**src/verilog/rfk_pkg.sv**
```systemverilog
// package for the radio kill control block: timing constants and states
// assumes a single 40 MHz core clock
package rfk_pkg;
  localparam int unsigned RFK_CLK_HZ = 40000000;
  localparam int unsigned RFK_GRACE_MS = 100;
  localparam int unsigned RFK_GRACE_CYCLES = RFK_CLK_HZ / 1000 * RFK_GRACE_MS;
  localparam int unsigned RFK_CNT_W = 23;
  localparam int unsigned RFK_SYNC_STAGES = 2;
  localparam logic RFK_KILL_ASSERTED = 1'b0;
  localparam logic RFK_SYNC_RESET = 1'b1;
  localparam logic [RFK_CNT_W-1:0] RFK_CNT_ZERO = 23'h000000;
  localparam logic [RFK_CNT_W-1:0] RFK_CNT_ONE = 23'h000001;

  typedef enum logic [1:0] {
    RFK_ST_RUN = 2'b00,
    RFK_ST_GRACE = 2'b01,
    RFK_ST_KILLED = 2'b10
  } rfk_state_t;
endpackage : rfk_pkg

```
**src/verilog/rfk_ctrl.sv**
```systemverilog
// radio kill control: synchronises the kill pin and gates the transmit amplifier
// assumes kill_n has a pull-up at the pad and is debounced by the platform
`timescale 1ns/1ps

// What this block does
// - low kill input disables radio, high permits operation.
// - kill input is asynchronous; synchronise it before use.
// - kill assertion shuts the amplifier in hardware, no software needed.
// - floating kill input reads high via pull-up, radio permitted.
// - deasserted kill allows transmit, subject to software enable.
// - transmission stops within one second of kill assertion.
// - shutdown deadline is met by logic alone, firmware independent.
// - radio resumes within one second of release if software allows.
// - transmit enable is software enable AND kill deasserted AND working state resumed.
// - outside full working state, radio stays off until resumed and kill clear.
// - firmware asleep at kill assertion means amplifier off immediately.
// - firmware running means about 100 ms hardware grace before forced off.
// - after power-up radio stays off until the radio-on command arrives.
module rfk_ctrl
  import rfk_pkg::*;
#(
  parameter logic [RFK_CNT_W-1:0] GRACE_CYCLES = RFK_CNT_W'(RFK_GRACE_CYCLES)
) (
  input wire logic core_clk,
  input wire logic rstn,
  input wire logic kill_n,
  input wire logic radio_on_cmd,
  input wire logic radio_shutdown_cmd,
  input wire logic fw_awake,
  input wire logic sys_working,
  output logic kill_level_q,
  output logic pa_enable_q,
  output logic tx_enable_q,
  output logic grace_active_q
);

  logic [RFK_SYNC_STAGES-1:0] sync_q;
  logic kill_s;
  logic sw_en_q;
  logic resume_ok_q;
  rfk_state_t state_q;
  logic [RFK_CNT_W-1:0] cnt_q;
  logic sw_en_d;
  logic resume_ok_d;
  rfk_state_t state_d;
  logic [RFK_CNT_W-1:0] cnt_d;
  logic grace_active_d;
  logic pa_enable_d;
  logic tx_enable_d;

  // grace ends on the last count, or at once if the firmware has gone to sleep
  function automatic logic grace_expired(input logic [RFK_CNT_W-1:0] cnt, input logic awake);
    return !awake || (cnt <= RFK_CNT_ONE);
  endfunction : grace_expired

  // the radio may run only with software on and the system fully awake
  function automatic logic radio_permit(input logic sw_on, input logic resumed,
    input logic working);
    return sw_on && resumed && working;
  endfunction : radio_permit

  // stage 0 is read only by stage 1; reset high so a kill is not invented
  always_ff @(posedge core_clk or negedge rstn) begin
    if (!rstn) begin
      sync_q <= {RFK_SYNC_STAGES{RFK_SYNC_RESET}};
    end else begin
      sync_q <= {sync_q[RFK_SYNC_STAGES-2:0], kill_n};
    end
  end

  assign kill_s = (sync_q[RFK_SYNC_STAGES-1] == RFK_KILL_ASSERTED);

  // readable copy of the pin level for software polling
  always_ff @(posedge core_clk or negedge rstn) begin
    if (!rstn) begin
      kill_level_q <= RFK_SYNC_RESET;
    end else begin
      kill_level_q <= sync_q[RFK_SYNC_STAGES-1];
    end
  end

  // software enable: off at reset, on only after radio-on, shutdown wins
  always_comb begin
    sw_en_d = sw_en_q;
    if (radio_shutdown_cmd) begin
      sw_en_d = 1'b0;
    end else if (radio_on_cmd) begin
      sw_en_d = 1'b1;
    end
  end

  always_ff @(posedge core_clk or negedge rstn) begin
    if (!rstn) begin
      sw_en_q <= 1'b0;
    end else begin
      sw_en_q <= sw_en_d;
    end
  end

  // once the system leaves working state, hold off until it is back with kill clear
  always_comb begin
    resume_ok_d = resume_ok_q;
    if (!sys_working) begin
      resume_ok_d = 1'b0;
    end else if (!kill_s) begin
      resume_ok_d = 1'b1;
    end
  end

  always_ff @(posedge core_clk or negedge rstn) begin
    if (!rstn) begin
      resume_ok_q <= 1'b0;
    end else begin
      resume_ok_q <= resume_ok_d;
    end
  end

  // kill handling: grace only when firmware is awake to wind down itself
  always_comb begin
    state_d = state_q;
    case (state_q)
      RFK_ST_RUN: begin
        if (kill_s && fw_awake) begin
          state_d = RFK_ST_GRACE;
        end else if (kill_s) begin
          state_d = RFK_ST_KILLED;
        end else begin
          state_d = RFK_ST_RUN;
        end
      end
      RFK_ST_GRACE: begin
        if (!kill_s) begin
          state_d = RFK_ST_RUN;
        end else if (grace_expired(cnt_q, fw_awake)) begin
          state_d = RFK_ST_KILLED;
        end else begin
          state_d = RFK_ST_GRACE;
        end
      end
      RFK_ST_KILLED: begin
        if (!kill_s) begin
          state_d = RFK_ST_RUN;
        end else begin
          state_d = RFK_ST_KILLED;
        end
      end
      default: begin
        // an illegal code fails safe with the amplifier off
        state_d = RFK_ST_KILLED;
      end
    endcase
  end

  always_ff @(posedge core_clk or negedge rstn) begin
    if (!rstn) begin
      state_q <= RFK_ST_RUN;
    end else begin
      state_q <= state_d;
    end
  end

  // counter loads on grace entry and counts only while the grace holds
  always_comb begin
    cnt_d = cnt_q;
    case (state_q)
      RFK_ST_RUN: begin
        if (kill_s && fw_awake) begin
          cnt_d = GRACE_CYCLES;
        end
      end
      RFK_ST_GRACE: begin
        if (!kill_s) begin
          cnt_d = cnt_q;
        end else if (grace_expired(cnt_q, fw_awake)) begin
          cnt_d = RFK_CNT_ZERO;
        end else begin
          cnt_d = cnt_q - RFK_CNT_ONE;
        end
      end
      RFK_ST_KILLED: begin
        cnt_d = RFK_CNT_ZERO;
      end
      default: begin
        cnt_d = RFK_CNT_ZERO;
      end
    endcase
  end

  always_ff @(posedge core_clk or negedge rstn) begin
    if (!rstn) begin
      cnt_q <= RFK_CNT_ZERO;
    end else begin
      cnt_q <= cnt_d;
    end
  end

  always_comb begin
    if (state_q == RFK_ST_GRACE) begin
      grace_active_d = 1'b1;
    end else begin
      grace_active_d = 1'b0;
    end
  end

  always_ff @(posedge core_clk or negedge rstn) begin
    if (!rstn) begin
      grace_active_q <= 1'b0;
    end else begin
      grace_active_q <= grace_active_d;
    end
  end

  // amplifier follows the hardware path only; no firmware in this loop
  always_comb begin
    if (state_q == RFK_ST_KILLED) begin
      pa_enable_d = 1'b0;
    end else begin
      pa_enable_d = radio_permit(sw_en_q, resume_ok_q, sys_working);
    end
  end

  always_ff @(posedge core_clk or negedge rstn) begin
    if (!rstn) begin
      pa_enable_q <= 1'b0;
    end else begin
      pa_enable_q <= pa_enable_d;
    end
  end

  // transmit enable drops on the first synchronised kill sample, ahead of the amplifier
  always_comb begin
    if (kill_s) begin
      tx_enable_d = 1'b0;
    end else begin
      tx_enable_d = radio_permit(sw_en_q, resume_ok_q, sys_working);
    end
  end

  always_ff @(posedge core_clk or negedge rstn) begin
    if (!rstn) begin
      tx_enable_q <= 1'b0;
    end else begin
      tx_enable_q <= tx_enable_d;
    end
  end

endmodule : rfk_ctrl

```
**config.mk**
```make
export PLATFORM = sky130hd
export DESIGN_NAME = rfk_ctrl
export DESIGN_NICKNAME = d
export VERILOG_FILES = /design/src/verilog/rfk_pkg.sv /design/src/verilog/rfk_ctrl.sv
export SDC_FILE = /design/constraint.sdc
export NUM_CORES = 1
export LEC_CHECK = 0
export ABC_AREA = 1
export BUFFER_PORTS_ARGS = -buffer_cell sky130_fd_sc_hd__buf_4
export CORE_MARGIN = 8
export CORE_UTILIZATION = 34
export DETAILED_ROUTE_END_ITERATION = 12
export GPL_ROUTABILITY_DRIVEN = 0
export MAX_ROUTING_LAYER = met4
export PLACE_DENSITY_LB_ADDON = 0.1
export SLEW_MARGIN = 20
export SYNTH_ARGS = -nofsm -noshare
export SYNTH_HDL_FRONTEND = slang
export SYNTH_SLANG_ARGS = --single-unit
```
**constraint.sdc**
```tcl
create_clock -name core_clk -period 1.7 [get_ports core_clk]
set_input_delay 0.425 -clock core_clk [delete_from_list [all_inputs] [get_ports core_clk]]
set_output_delay 0.425 -clock core_clk [all_outputs]
set_load 0.02 [all_outputs]
```
# Word-level counts from Yosys, hierarchy flattened
# Cells that the tools add are included.
word_totals:
  register_bits: 33
  output_inout_bits: 4
  in_bits: 7
op_classes:
  reduce_logical: 8
  mux: 16
  n_eq_ne: 5
  n_addsub: 1
  n_lt_le_gt_ge: 1
  n_bitwise: 1
ops:
  columns: ["op", "count"]
  rows:
  - ["$mux 23", 3]
  - ["$pmux 23 s2", 1]
  - ["$le 23x1->1 const B", 1]
  - ["$sub 23x1->23 const B", 1]
  - ["$mux 2", 4]
  - ["$mux 1", 7]
  - ["$pmux 2 s3", 1]
  - ["$ne 2x2->1 const B", 2]
  - ["$logic_and 1x1->1", 3]
  - ["$eq 2x1->1 const B", 1]
  - ["$eq 2x2->1 const B", 1]
  - ["$logic_not 2->1", 1]
  - ["$ne 2x1->1 const B", 1]
  - ["$reduce_and 2->1", 1]
  - ["$reduce_bool 2->1", 1]
  - ["$logic_not 1->1", 1]
  - ["$logic_or 1x1->1", 1]
  - ["$not 1->1", 1]

# Longest topological paths before layout
logic_depth:
  word_depth: 5
  mapped_depth: 11

# Least setup slack after synthesis
# Ideal clock, no wire load.
synth_path:
  kind: "register to register"
  start: "register cnt_q[8]"
  end: "register cnt_q[10]"
  t_arrival_ps: 1335
  stages_incl_launch_ff: 10
  n_path_buf: 1
  setup_time_ps: 124
  slack_ps: 241
  path_cell_list: "dfrtp_1 -> nor2_2 -> nand2_2 -> nor2_4 -> nand2_2 -> nor2_4 -> nor2_8 -> nand2_8 -> buf_12 -> a21oi_2"
synth_between:
  elab_chain_len: 5
synth_rtl:
  columns: ["item", "line_no", "source"]
  rows:
  - ["start, declared", "rfk_ctrl.sv:42", "logic [RFK_CNT_W-1:0] cnt_q;"]
  - ["start signal, assigned", "rfk_ctrl.sv:193", "cnt_q <= cnt_d;"]
  - ["$le 23x1->1", "rfk_ctrl.sv:53", "return !awake || (cnt <= RFK_CNT_ONE);"]
  - ["$logic_or 1x1->1", "rfk_ctrl.sv:53", null]
  - ["$mux 23 (*)", "rfk_ctrl.sv:174", "end else if (grace_expired(cnt_q, fw_awake)) begin"]
  - ["$mux 23 (*)", "rfk_ctrl.sv:172", "if (!kill_s) begin"]
  - ["$pmux 23 s2 (*)", "rfk_ctrl.sv:165", "case (state_q)"]
# Every way passes the cells marked *; elsewhere a longest branch is shown, timed or not. The select of a mux whose other input is x is not followed.
# A chain may end at the register's enable or synchronous reset.

# Final worst setup path
layout_path:
  start: "register cnt_q[6]"
  end: "register cnt_q[9]"
# Same word-level chain as after synthesis.

==> flow_summary.ini <==
[grt]
grt_start_max_net_pins = 34
grt_pass1_wl_um = 7800
grt_pass1_vias = 1647
grt_util_all_layers_pct = 11.8
antenna_found_initial = 0
overflow = 0

[layout]
utilization_pct = 42.5
stdcell_count = 347
antenna_cells = 0
num-nets-final = 283
drive_gt1_share_pct = 28.7
syn_to_final_growth_pct = 19.9

[synthesis]
synth_nets = 255
syn_area_per_cell_um2 = 7.99
yosys_warnings = 0
synth_area_leaders = dfrtp_1 38%, nand2_1 14%, nor2_1 6.7%
async_flop_share_pct = 100
syn_inst = 246
synthFlopType = dfrtp_1
synth_area_um2 = 1960
yosys_register_bits = 33
ys_top_cells_by_count = 72 x nand2_1, 35 x nor2_1, 30 x dfrtp_1
yosysTopAreaCellShare_pct = 38.2
synth-seq-area-share_pct = 42.2
synth_most_common_cell = nand2_1
synth-edff-count = 0
synth.distinct_cells = 32
synth_area_leader_cell = dfrtp_1

[die]
die_h_um = 92.0
pin_count = 11
die_w_um = 92.0
core_um2 = 5540
fp.dieArea_um2 = 8470
rows = 27
initial_core_util_pct = 35.5

[job]
maxCapViolations = 0

[timing]
fin_tns_setup_ns = 0
finalCritPeriodShare_pct = 91.5
worst_pin_slew_ns = 0.429
rsz0062_at_grt = no
finalHoldViolations = 0
slew_headroom_pct = 71.4
period_needed_ns = 1.56
drv_slew = 0
finalSetupViolCount = 0
fin_ws_ns = 0.145
max_freq_ghz = 0.643
fin_skew_ns = 0.00503

[drt]
wl_met1_um = 2310
wire_per_inst_um = 13.1
met2_length_um = 2040
drc = 0
vias_per_cell = 4.71
dr_wl_met3_um = 129
wl_um = 4560
drtAntennaViolNets = 0
drt_iter0_drc = 75
vias = 1636
routed.top_layer = met4
drtPass1Iterations = 4

[clock_network]
clock_sinks = 33
worstSkewPairLatency_ns = 0.29
cts_buffers = 5
max-clock-path-buffers = 2
cts-root-buf = clkbuf_8
htreeDepth = 2
cts_tree = built
ctsHoldBuffers = 0
clk_pin_slew_ns = 0.07

[power]
p_sw_mw = 1.39
p_leak_nw = 1.14
powerDensity_nw_per_um2 = 1400
seq_power_share_pct = 33.9
pwr-share-comb_pct = 45.7
intPower_mw = 1.91
swShare_pct = 42.1
ir_worst_vdd_mv = 0.441
p_clk_share_pct = 20.3

[critical_path]
start_kind = register
reg2reg_slack_ns = 0.14
r2r_end = cnt_q[9]
arrival_ns = 1.73
rr_worst_depth = 8
reg2reg_from = cnt_q[6]
cp_max_fo = 10
crit_required_ns = 1.87
cp-end-kind = register
worst-setup-path-type = reg -> reg

[placed_design]
numPortBuffers = 10
dpl.hpwl_um = 3310
numPlacedInstances = 336
place_ws_ns = 0.0840

[hold_path]
min_path_type = in -> async

[run_status]
status = complete, no violations
-- power by group through the flow --
stage	Clock (mW)	Combinational, mW	Sequential, mW
global placement	0	1.44	1.12
CTS	0.688	1.44	1.10
floorplan	0	1.07	1.08
finish	0.671	1.51	1.12
global route	0.719	1.71	1.14
detailed placement	0	1.43	1.11
-- layer usage --
metal	global-route usage [%]	up-vias
li1	-	842
met4	4.83	0
met3	2.53	8
met2	18.3	25
met1	14.6	761
met5	-	-
-- area by class of cell --
| cell class | instances | area, µm² |
|---|---|---|
| fill | 585 | 3180 |
| clock buffer | 7 | 96.3 |
| clock inverter | 1 | 5.00 |
| tap | 72 | 90.1 |
| multi-input combinational | 190 | 1070 |
| sequential | 33 | 830 |
| inverter | 19 | 73.8 |
| timing repair buffer | 25 | 191 |
-- critical path, cell delays in order, from the launching register on --
cell and delay, ns:
dfrtp_1 0.43, nor2_2 0.15, nand2_1 0.11, nor2_4 0.19, nand3_2 0.10, nand2_2 0.12, nor2_8 0.08, nand2_4 0.19
a21oi_2 0.07
-- cell families after synthesis --
group | count (synthesis) | synth area share (%)
DFF | 33 | 42.2
and+or+nand+nor | 153 | 37.1
buffers and inverters | 24 | 5.80
AOI/OAI and AO/OA | 21 | 7.77
xor gates and xnor gates | 13 | 5.80
adders and majority gates | 2 | 1.27
-- placed cells by master, fill, tap and decap left out --
| cell type | Yosys | layout |
|---|---|---|
| buf_6 | 0 | 1 |
| o21ai_1 | 1 | 1 |
| inv_2 | 6 | 5 |
| nand3_1 | 19 | 19 |
| dfrtp_1 | 30 | 30 |
| nand3b_1 | 2 | 2 |
| nand2_4 | 1 | 2 |
| nor2_1 | 35 | 29 |
| clkbuf_8 | 0 | 7 |
| nand3_2 | 1 | 1 |
| nand4_1 | 6 | 6 |
| clkinv_2 | 0 | 1 |
| ha_4 | 0 | 1 |
| buf_4 | 1 | 24 |
| nor2_2 | 4 | 9 |
| or2_0 | 1 | 1 |
| a22oi_1 | 1 | 1 |
| a21oi_1 | 6 | 6 |
| a21oi_2 | 10 | 10 |
| nand2_8 | 1 | 1 |
| nor2_8 | 1 | 1 |
| o22ai_1 | 1 | 1 |
| nand2_1 | 72 | 72 |
| xnor2_1 | 5 | 5 |
| o21a_1 | 1 | 1 |
| xor2_1 | 8 | 8 |
| ha_1 | 2 | 1 |
| inv_4 | 0 | 1 |
| o21ai_2 | 1 | 1 |
| inv_1 | 13 | 13 |
| nand2_2 | 4 | 4 |
| nor2_4 | 4 | 5 |
| nor3_2 | 0 | 1 |
| nor3b_2 | 1 | 1 |
| dfstp_2 | 3 | 3 |
-- through the flow --
step           area [µm²]  power, mW  hold slack [ns]
2_1_floorplan        1960       2.15            0.129
4_1_cts              2290       3.23           0.0865
3_3_place_gp         2180       2.56            0.346
6_report             2360       3.30           0.0738
5_1_grt              2360       3.58            0.112
3_5_place_dp         2180       2.55            0.348
-- worst max-delay path by stage --
stage	from	endpoint	slack (ns)	cells past startpoint
after CTS	state_q[1]	cnt_q[14]	0.05	8
after global placement	state_q[1]	cnt_q[14]	0.06	8
after detailed placement	state_q[1]	cnt_q[14]	0.08	8
final	cnt_q[6]	cnt_q[9]	0.14	8
after global routing	state_q[1]	cnt_q[22]	0.01	10
after floorplan	cnt_q[8]	cnt_q[10]	0.24	9
-- state kept, by name, summed over array words and instances (netlist names) --
register and cells:
pa_enable_q 1, tx_enable_q 1, sw_en_q 1, state_q 2
kill_level_q 1, resume_ok_q 1, grace_active_q 1, sync_q 2
cnt_q 23
-- timing repair --
item	CTS	global route
gates resized for setup	0	12
setup buffers	0	2
setup endpoints to repair	0	9
(Power assumes the default switching activity.)
